**config.mk**
```make
export PLATFORM = sky130hd
export DESIGN_NAME = ilr_top
export DESIGN_NICKNAME = d
export VERILOG_FILES = /design/src/hdl/ilr_pkg.sv /design/src/hdl/ilr_ref_sel.sv /design/src/hdl/ilr_top.sv
export SDC_FILE = /design/constraint.sdc
export NUM_CORES = 1
export LEC_CHECK = 0
export BUFFER_PORTS_ARGS = -buffer_cell sky130_fd_sc_hd__buf_4
export CAP_MARGIN = 15
export CORE_MARGIN = 2
export CORE_UTILIZATION = 41
export DETAILED_ROUTE_END_ITERATION = 7
export GPL_TIMING_DRIVEN = 0
export PLACE_DENSITY = 0.76
export SETUP_SLACK_MARGIN = 0.5
export SLEW_MARGIN = 20
export SYNTH_ARGS = -nofsm -noshare
export SYNTH_HDL_FRONTEND = slang
export SYNTH_SLANG_ARGS = --single-unit
```
**constraint.sdc**
```tcl
create_clock -name core_clk -period 1.3 [get_ports core_clk]
set_clock_uncertainty 0.1 [all_clocks]
set_input_delay 0.065 -clock core_clk [delete_from_list [all_inputs] [get_ports core_clk]]
set_output_delay 0.065 -clock core_clk [all_outputs]
set_load 0.02 [all_outputs]
```
**src/hdl/ilr_pkg.sv**
```systemverilog
// Summary of operation
// - zero delay mode bit honoured only while feedback-source bit is 0
// - zero delay mode 1: receiver off, internal channel 0 path used
// - feedback-source 1 selects oscillator input feedback, 0 zero delay feedback
// - bit 2 sets zero delay receiver differential, else single-ended
// - bit 3 picks single-ended zero delay pin, only in single-ended mode
// - bits 1 and 0 pick reference pins only when differential enable is 0
// - misc bit 7 set: own secondary divider; clear: copy primary divider
// - bit 6 chooses midsupply force or tristated pump on reference failure
// - mode bit 4 clear: 00 nonrevert, 01 revert, 10 force primary, 11 force secondary
// - mode bit 4 set: selection pin low primary, high secondary
// - reset leaves selection mode 000, staying on secondary reference
// - each reference receiver differential when its enable is 1
package ilr_pkg;
    localparam logic [9:0] FB_RX_CTRL_OFS = 10'h01B;
    localparam logic [9:0] MISC_CTRL_OFS  = 10'h01C;
    localparam logic [7:0] FB_RX_RST      = 8'h00;
    localparam logic [7:0] MISC_RST       = 8'h00;
    localparam logic [7:0] FB_RX_WMASK    = 8'h3F;
    localparam logic [7:0] MISC_WMASK     = 8'hDC;
    localparam int ZD_MODE_BIT  = 5;
    localparam int FB_SRC_BIT   = 4;
    localparam int ZD_PIN_BIT   = 3;
    localparam int ZD_DIFF_BIT  = 2;
    localparam int SEC_PIN_BIT  = 1;
    localparam int PRI_PIN_BIT  = 0;
    localparam int DIV_IND_BIT  = 7;
    localparam int FAIL_MID_BIT = 6;
    localparam int SEL_HI_BIT   = 4;
    localparam int SEL_LO_BIT   = 2;
    localparam logic [1:0] SEL_NONREV  = 2'h0;
    localparam logic [1:0] SEL_REVERT  = 2'h1;
    localparam logic [1:0] SEL_FORCE_P = 2'h2;
    localparam logic [1:0] SEL_FORCE_S = 2'h3;
    typedef enum logic [1:0] {ILR_FB_OSC, ILR_FB_ZD_EXT, ILR_FB_ZD_INT} ilr_fb_t;
endpackage : ilr_pkg

```
**src/hdl/ilr_ref_sel.sv**
```systemverilog
`timescale 1ns/100ps
`default_nettype none
module ilr_ref_sel
    import ilr_pkg::*;
(
    input  wire logic       core_clk,
    input  wire logic       resetn,
    input  wire logic [2:0] sel_mode,
    input  wire logic       ref_sel_pin,
    input  wire logic       primary_lost,
    input  wire logic       secondary_lost,
    output logic            use_secondary
);
    logic auto_sec_r;
    logic auto_sec_nxt;

    always_comb begin
        auto_sec_nxt = auto_sec_r;
        if (!auto_sec_r && primary_lost && !secondary_lost)
            auto_sec_nxt = 1'b1;
        else if (auto_sec_r && secondary_lost && !primary_lost)
            auto_sec_nxt = 1'b0;
        else if (auto_sec_r && sel_mode[1:0] == SEL_REVERT && !primary_lost)
            auto_sec_nxt = 1'b0;
    end

    always_ff @(posedge core_clk or negedge resetn) begin
        if (!resetn)
            auto_sec_r <= 1'b1;
        else
            auto_sec_r <= auto_sec_nxt;
    end

    always_comb begin
        if (sel_mode[2])
            use_secondary = ref_sel_pin;
        else begin
            case (sel_mode[1:0])
                SEL_FORCE_P: use_secondary = 1'b0;
                SEL_FORCE_S: use_secondary = 1'b1;
                default:     use_secondary = auto_sec_r;
            endcase
        end
    end

    a_pin_mode: assert property (@(posedge core_clk) disable iff (!resetn)
        sel_mode[2] |-> use_secondary == ref_sel_pin) else $error("pin mode mismatch");
    a_force_pri: assert property (@(posedge core_clk) disable iff (!resetn)
        sel_mode == 3'h2 |-> !use_secondary) else $error("force primary broken");
    a_force_sec: assert property (@(posedge core_clk) disable iff (!resetn)
        sel_mode == 3'h3 |-> use_secondary) else $error("force secondary broken");
    a_revert_back: assert property (@(posedge core_clk) disable iff (!resetn)
        (sel_mode == 3'h1 && auto_sec_r && !primary_lost) |=> !auto_sec_r) else $error("no revert");
    a_nonrev_stay: assert property (@(posedge core_clk) disable iff (!resetn)
        (sel_mode == 3'h0 && auto_sec_r && !secondary_lost) |=> auto_sec_r) else $error("nonrevert left");
endmodule : ilr_ref_sel
`default_nettype wire

```
**src/hdl/ilr_top.sv**
```systemverilog
`timescale 1ns/100ps
`default_nettype none
module ilr_top
    import ilr_pkg::*;
(
    input  wire logic       core_clk,
    input  wire logic       resetn,
    input  wire logic [9:0] reg_addr,
    input  wire logic       reg_wr,
    input  wire logic [7:0] reg_wdata,
    output logic [7:0]      reg_rdata,
    input  wire logic       ref_sel_pin,
    input  wire logic       primary_lost,
    input  wire logic       secondary_lost,
    input  wire logic       primary_diff_en,
    input  wire logic       secondary_diff_en,
    output logic            zd_rx_enable,
    output logic            zd_rx_diff,
    output logic            zd_rx_pin_sel,
    output logic            zd_internal_path,
    output logic            fb_from_oscillator,
    output logic            primary_rx_diff,
    output logic            primary_pin_sel,
    output logic            secondary_rx_diff,
    output logic            secondary_pin_sel,
    output logic            secondary_div_independent,
    output logic            ref_fail,
    output logic            force_midsupply,
    output logic            pump_tristate,
    output logic            use_secondary
);
    import ilr_pkg::*;

    logic [7:0] fb_ctrl_r;
    logic [7:0] misc_r;
    logic       use_sec_c;
    logic       ref_fail_c;
    ilr_fb_t    fb_path_c;
    logic       zd_int_c;
    logic       zd_en_c;

    ////////////////////////////////////////////////////////////////
    // helpers shared by the write, assertion and output paths
    function automatic logic addr_hit(input logic [9:0] addr, input logic [9:0] ofs);
        return addr == ofs;
    endfunction : addr_hit

    // a single-ended pin choice only counts while the receiver is not differential
    function automatic logic se_pin(input logic diff, input logic pick);
        return !diff && pick;
    endfunction : se_pin

    function automatic ilr_fb_t fb_path(input logic [7:0] ctrl);
        ilr_fb_t path;
        if (ctrl[FB_SRC_BIT])
            path = ILR_FB_OSC;
        else if (ctrl[ZD_MODE_BIT])
            path = ILR_FB_ZD_INT;
        else
            path = ILR_FB_ZD_EXT;
        return path;
    endfunction : fb_path

    ////////////////////////////////////////////////////////////////
    // registers; reserved bits stay zero
    always_ff @(posedge core_clk or negedge resetn) begin
        if (!resetn)
            fb_ctrl_r <= FB_RX_RST;
        else if (reg_wr && addr_hit(reg_addr, FB_RX_CTRL_OFS))
            fb_ctrl_r <= reg_wdata & FB_RX_WMASK;
    end

    always_ff @(posedge core_clk or negedge resetn) begin
        if (!resetn)
            misc_r <= MISC_RST;
        else if (reg_wr && addr_hit(reg_addr, MISC_CTRL_OFS))
            misc_r <= reg_wdata & MISC_WMASK;
    end

    always_comb begin
        case (reg_addr)
            FB_RX_CTRL_OFS: reg_rdata = fb_ctrl_r;
            MISC_CTRL_OFS:  reg_rdata = misc_r;
            default:        reg_rdata = 8'h00;
        endcase
    end

    ////////////////////////////////////////////////////////////////
    ilr_ref_sel u_sel (
        .core_clk       (core_clk),
        .resetn         (resetn),
        .sel_mode       (misc_r[SEL_HI_BIT:SEL_LO_BIT]),
        .ref_sel_pin    (ref_sel_pin),
        .primary_lost   (primary_lost),
        .secondary_lost (secondary_lost),
        .use_secondary  (use_sec_c)
    );

    assign ref_fail_c = use_sec_c ? secondary_lost : primary_lost;

    // feedback path decode
    // decoded once so the internal path and the receiver are never both on
    always_comb begin
        fb_path_c = fb_path(fb_ctrl_r);
        case (fb_path_c)
            ILR_FB_ZD_INT: begin
                zd_int_c = 1'b1;
                zd_en_c  = 1'b0;
            end
            ILR_FB_ZD_EXT: begin
                zd_int_c = 1'b0;
                zd_en_c  = 1'b1;
            end
            default: begin
                zd_int_c = 1'b0;
                zd_en_c  = 1'b0;
            end
        endcase
    end

    ////////////////////////////////////////////////////////////////
    // outputs registered so receivers see glitch-free controls
    always_ff @(posedge core_clk or negedge resetn) begin
        if (!resetn) begin
            zd_rx_enable       <= 1'b0;
            zd_internal_path   <= 1'b0;
            fb_from_oscillator <= 1'b0;
            zd_rx_diff         <= 1'b0;
            zd_rx_pin_sel      <= 1'b0;
        end else begin
            fb_from_oscillator <= fb_ctrl_r[FB_SRC_BIT];
            // zero delay mode gated by source
            zd_internal_path   <= zd_int_c;
            zd_rx_enable       <= zd_en_c;
            zd_rx_diff         <= fb_ctrl_r[ZD_DIFF_BIT];
            zd_rx_pin_sel      <= se_pin(fb_ctrl_r[ZD_DIFF_BIT], fb_ctrl_r[ZD_PIN_BIT]);
        end
    end

    always_ff @(posedge core_clk or negedge resetn) begin
        if (!resetn) begin
            primary_rx_diff   <= 1'b0;
            primary_pin_sel   <= 1'b0;
            secondary_rx_diff <= 1'b0;
            secondary_pin_sel <= 1'b0;
        end else begin
            primary_rx_diff   <= primary_diff_en;
            secondary_rx_diff <= secondary_diff_en;
            primary_pin_sel   <= se_pin(primary_diff_en, fb_ctrl_r[PRI_PIN_BIT]);
            secondary_pin_sel <= se_pin(secondary_diff_en, fb_ctrl_r[SEC_PIN_BIT]);
        end
    end

    always_ff @(posedge core_clk or negedge resetn) begin
        if (!resetn) begin
            secondary_div_independent <= 1'b0;
            ref_fail                  <= 1'b0;
            force_midsupply           <= 1'b0;
            pump_tristate             <= 1'b0;
            use_secondary             <= 1'b1;
        end else begin
            // divider sharing; shared use relies on equal frequencies
            secondary_div_independent <= misc_r[DIV_IND_BIT];
            ref_fail                  <= ref_fail_c;
            force_midsupply           <= ref_fail_c && misc_r[FAIL_MID_BIT];
            pump_tristate             <= ref_fail_c && !misc_r[FAIL_MID_BIT];
            use_secondary             <= use_sec_c;
        end
    end

    ////////////////////////////////////////////////////////////////
    a_zd_ignored: assert property (@(posedge core_clk) disable iff (!resetn)
        fb_ctrl_r[FB_SRC_BIT] |=> !zd_rx_enable && !zd_internal_path) else $error("zd mode not ignored");
    a_zd_internal: assert property (@(posedge core_clk) disable iff (!resetn)
        (fb_ctrl_r[5:4] == 2'b10) |=> zd_internal_path && !zd_rx_enable) else $error("internal zd wrong");
    a_fb_source: assert property (@(posedge core_clk) disable iff (!resetn)
        1'b1 |=> fb_from_oscillator == $past(fb_ctrl_r[FB_SRC_BIT])) else $error("feedback source wrong");
    a_zd_pin_se: assert property (@(posedge core_clk) disable iff (!resetn)
        zd_rx_pin_sel |-> !zd_rx_diff) else $error("zd pin while differential");
    a_ref_pin_se: assert property (@(posedge core_clk) disable iff (!resetn)
        (primary_pin_sel |-> !primary_rx_diff) and (secondary_pin_sel |-> !secondary_rx_diff))
        else $error("ref pin while differential");
    a_fail_action: assert property (@(posedge core_clk) disable iff (!resetn)
        ref_fail |-> (force_midsupply != pump_tristate)) else $error("failure action wrong");
    a_div_share: assert property (@(posedge core_clk) disable iff (!resetn)
        (reg_wr && addr_hit(reg_addr, MISC_CTRL_OFS)) |=> ##1 secondary_div_independent == $past(reg_wdata[7], 2))
        else $error("divider mode wrong");

    ////////////////////////////////////////////////////////////////
    // field to output checks: zero delay, receivers, divider, failure action, selection pin
    a_zd_external: assert property (@(posedge core_clk) disable iff (!resetn)
        (!fb_ctrl_r[FB_SRC_BIT] && !fb_ctrl_r[ZD_MODE_BIT]) |=> zd_rx_enable && !zd_internal_path) else $error("zd receiver off");
    a_zd_feedback: assert property (@(posedge core_clk) disable iff (!resetn)
        !fb_ctrl_r[FB_SRC_BIT] |=> !fb_from_oscillator && (zd_rx_enable || zd_internal_path)) else $error("no zd feedback");
    a_zd_diff: assert property (@(posedge core_clk) disable iff (!resetn)
        1'b1 |=> zd_rx_diff == $past(fb_ctrl_r[ZD_DIFF_BIT])) else $error("zd receiver mode wrong");
    a_zd_pin_pick: assert property (@(posedge core_clk) disable iff (!resetn)
        !fb_ctrl_r[ZD_DIFF_BIT] |=> zd_rx_pin_sel == $past(fb_ctrl_r[ZD_PIN_BIT])) else $error("zd pin pick wrong");
    a_ref_diff: assert property (@(posedge core_clk) disable iff (!resetn)
        1'b1 |=> (primary_rx_diff == $past(primary_diff_en)) && (secondary_rx_diff == $past(secondary_diff_en))) else $error("ref receiver mode wrong");
    a_div_follow: assert property (@(posedge core_clk) disable iff (!resetn)
        1'b1 |=> secondary_div_independent == $past(misc_r[DIV_IND_BIT])) else $error("divider sharing wrong");
    a_mid_force: assert property (@(posedge core_clk) disable iff (!resetn)
        (ref_fail_c && misc_r[FAIL_MID_BIT]) |=> force_midsupply && !pump_tristate) else $error("midsupply not forced");
    a_pump_tri: assert property (@(posedge core_clk) disable iff (!resetn)
        (ref_fail_c && !misc_r[FAIL_MID_BIT]) |=> pump_tristate && !force_midsupply) else $error("pump not tristated");
    a_no_fail_quiet: assert property (@(posedge core_clk) disable iff (!resetn)
        !ref_fail |-> !force_midsupply && !pump_tristate) else $error("failure action without failure");
    a_fail_pick: assert property (@(posedge core_clk) disable iff (!resetn)
        1'b1 |=> ref_fail == $past(use_sec_c ? secondary_lost : primary_lost)) else $error("failure flag wrong");
    a_pin_follow: assert property (@(posedge core_clk) disable iff (!resetn)
        misc_r[SEL_HI_BIT] |=> use_secondary == $past(ref_sel_pin)) else $error("pin mode output wrong");
endmodule : ilr_top
`default_nettype wire

```
==> metrics <==
status=finished, violations left; failing checks=negative hold slack, negative setup slack; initial core utilization=43.1%; Slew Limit Fails=0; CP peak stage delay=around 0.55 ns; Final Power=between 0.0015 and 0.002 W; post-synth top area share=between 50% and 60%; Worst Path Max Fanout=2; post-cts hold buffer count=4; via count=883; yosys warns=0; Cell variety after synth=22; hold path cells=2; worst setup path class=reg2reg; Initial DRC Count=5; core footprint=2450 µm²; largest net degree at the start of global routing=27; top post-synthesis cells by count=dfrtp_1, mux2_2, and3_1; Setup crit start kind=flop; Detail Placement HPWL=about 1700 µm; setup_tns=-0.0348 ns; worst path cell trace=mux2i_1 -> o21ai_2 -> mux2_4; hold slack final=-0.127 ns; die width=~55 µm; ys async rst share=100%; DRT Pass-1 Iters=2; Relative slew margins=a little over two thirds; GRT Util Overall=a little over a fifth; Reg2Reg Capture Point=ref_fail$_DFF_PN0_; worst vdd ir=roughly 0.86 mV; final worst slack=-0.0248 ns; synthesized instance count=77; Fillers=~150; total die area=about 3000 µm²; clk sink count=26; Worst path slowest cell=dfstp_2; gp weighted congestion=roughly 0.69; Die H=roughly 55 µm; Area Growth Syn to Fin=83.8%; Final Hold Vio Count=15; layout cells sized above 1=between 70% and 80%; vias in the first global route=approximately 930; crit path time final=1.32 ns; wire length of the first global-routing pass=approximately 4400 µm; Biggest register=fb_ctrl_r; hold path startpoint=reg_wdata[6]; Mapped Area=about 1100 µm²; htree depth=1; Largest regs=fb_ctrl_r (6), misc_r (5); Worst Hold Class=in2reg; Net Count, Synth=between 100 and 150; Leakage=between 0.9 and 1 nW; GR Overflow Total=0; Worst Path Arrival=1.44 ns; sequential-to-total area share from yosys stat=~62%; clk_lat worst skew=about 0.31 ns; syn_area_per_cell=13.7 µm²; Largest register FFs=6; most common cell in the netlist=dfrtp_1; synth top area cells=dfrtp_1, mux2_2, dfstp_2; I/O Pins=48; Hold EP=misc_r[6]$_DFFE_PN0P_; Slew @ Worst Pin=between 0.4 and 0.5 ns; reg-to-reg slack, setup=-0.02 ns; Max Cap Viol=0; IO Port Bufs=47; pwr dens=around 780 nW/µm²; WP data required=1.42 ns; element type at the critical path end=flop; DRC violations left=0; register bit count reported by yosys=26; number of antenna violations at the first check in global routing=0; Critical R2R Launch=u_sel.auto_sec_r$_DFFE_PN1P_; clock-pin transition on the worst setup and hold timing paths=about 0.13 ns; Vias/cell=roughly 5.0; crit share post-route=102%; Post-layout nets=about 170; setup violators final=2; Avg WL per Cell=about 16 µm; reg2reg path depth=3; Max clock buf depth=2; row count=18; Critical Path Start=u_sel.auto_sec_r$_DFFE_PN1P_; Routed Antenna Nets=0; RSZ-0062 raised after global routing=yes; Root Buffer=clkbuf_4; Total Wirelength=2800 µm; ant diodes=0; Max Clk Rate=around 750 MHz; Most used DFF post-synth=dfrtp_1; cts bufs inserted=3; number of synthesized flops with an enable pin=0; largest area contributor in the netlist=dfrtp_1; CTS tree=done
[area by class of cell]
class	instances	area (µm²)	area share (%)
buffer	1	5.00	0.258
timing repair buffer	66	637	32.8
clock buffer	4	36.3	1.87
inverter	1	3.75	0.193
sequential	26	653	33.6
tap	30	37.5	1.93
multi-input combinational	49	571	29.4
[report_power, final]
part / total, W / switching, W / internal [W] / leakage, nW
Sequential: 0.000854 / 0.0000141 / 0.000840 / 0.341
Clock: 0.000396 / 0.000225 / 0.000171 / 0.0210
Combinational: 0.000259 / 0.000108 / 0.000152 / 0.589
Total: 0.00151 / 0.000347 / 0.00116 / 0.952
[layer usage]
metal | up-vias | wire, µm | GRT usage, %
met5 | - | 0 | 0
met4 | 0 | 15 | 7.50
met3 | 2 | 112 | 3.55
met2 | 27 | 1580 | 37.3
met1 | 443 | 1090 | 25.7
li1 | 411 | - | -
[per-stage QoR]
step | utilization, % | setup WS, ns | cell area [µm²] | hold slack [ns] | std cells
after global routing | 79.2 | -0.0701 | 1940 | -0.142 | 177
final | 79.2 | -0.0248 | 1940 | -0.127 | 177
after floorplan | - | -0.0446 | 1130 | -0.331 | 77
after detailed placement | 61.9 | -0.0954 | 1520 | -0.111 | 154
after CTS | 76.7 | -0.0195 | 1880 | -0.141 | 175
after global placement | 61.9 | -0.0918 | 1520 | -0.118 | 154
[layout by cell type (no fill, tap or decap)]
cell type / count
buf_6: 35
buf_4: 27
dfrtp_1: 24
mux2_4: 10
and3_4: 5
nor2_4: 4
dlygate4sd3_1: 4
a22oi_2: 3
mux2i_1: 3
nand2_1: 3
clkbuf_4: 3
nor2b_1: 2
nor2b_4: 2
nand2b_1: 2
nand3_4: 2
mux2_2: 2
dfstp_2: 2
nor4b_4: 1
nor3b_2: 1
nand2_2: 1
and3b_1: 1
buf_2: 1
nor3b_4: 1
and2_4: 1
o21ai_2: 1
and4bb_2: 1
inv_1: 1
nand2b_4: 1
a21o_1: 1
a22o_1: 1
clkbuf_8: 1
[worst max-delay path, delay by kind of cell, from the launching register on]
kind | cells | cell delay (ns)
multiplexers | 2 | 0.40
AO/OA/AOI/OAI | 1 | 0.18
flip-flops | 1 | 0.55
[worst max path at each step]
stage                               endpoint  cells after the start  slack, ns
after detailed placement  ref_fail$_DFF_PN0_                      3       -0.1
after global placement    ref_fail$_DFF_PN0_                      3      -0.09
after floorplan           ref_fail$_DFF_PN0_                      3      -0.04
after global routing      ref_fail$_DFF_PN0_                      3      -0.07
final                     ref_fail$_DFF_PN0_                      3      -0.02
after CTS                 ref_fail$_DFF_PN0_                      3      -0.02
[timing repair]
item	in CTS	in global routing
hold endpoints to repair	45	15
endpoints found under the setup margin	38	42
gates resized for setup	46	11
buffers inserted	13	2
pin swaps	12	8
[kinds of logic after synthesis]
kind of cell | Yosys count | synth area share, %
AO/OA/AOI/OAI | 6 | 4.14
buffers and inverters | 2 | 0.828
flip-flops | 26 | 61.8
multiplexers | 15 | 15.6
AND/OR/NAND/NOR | 28 | 17.6
(Power assumes the default switching activity.)
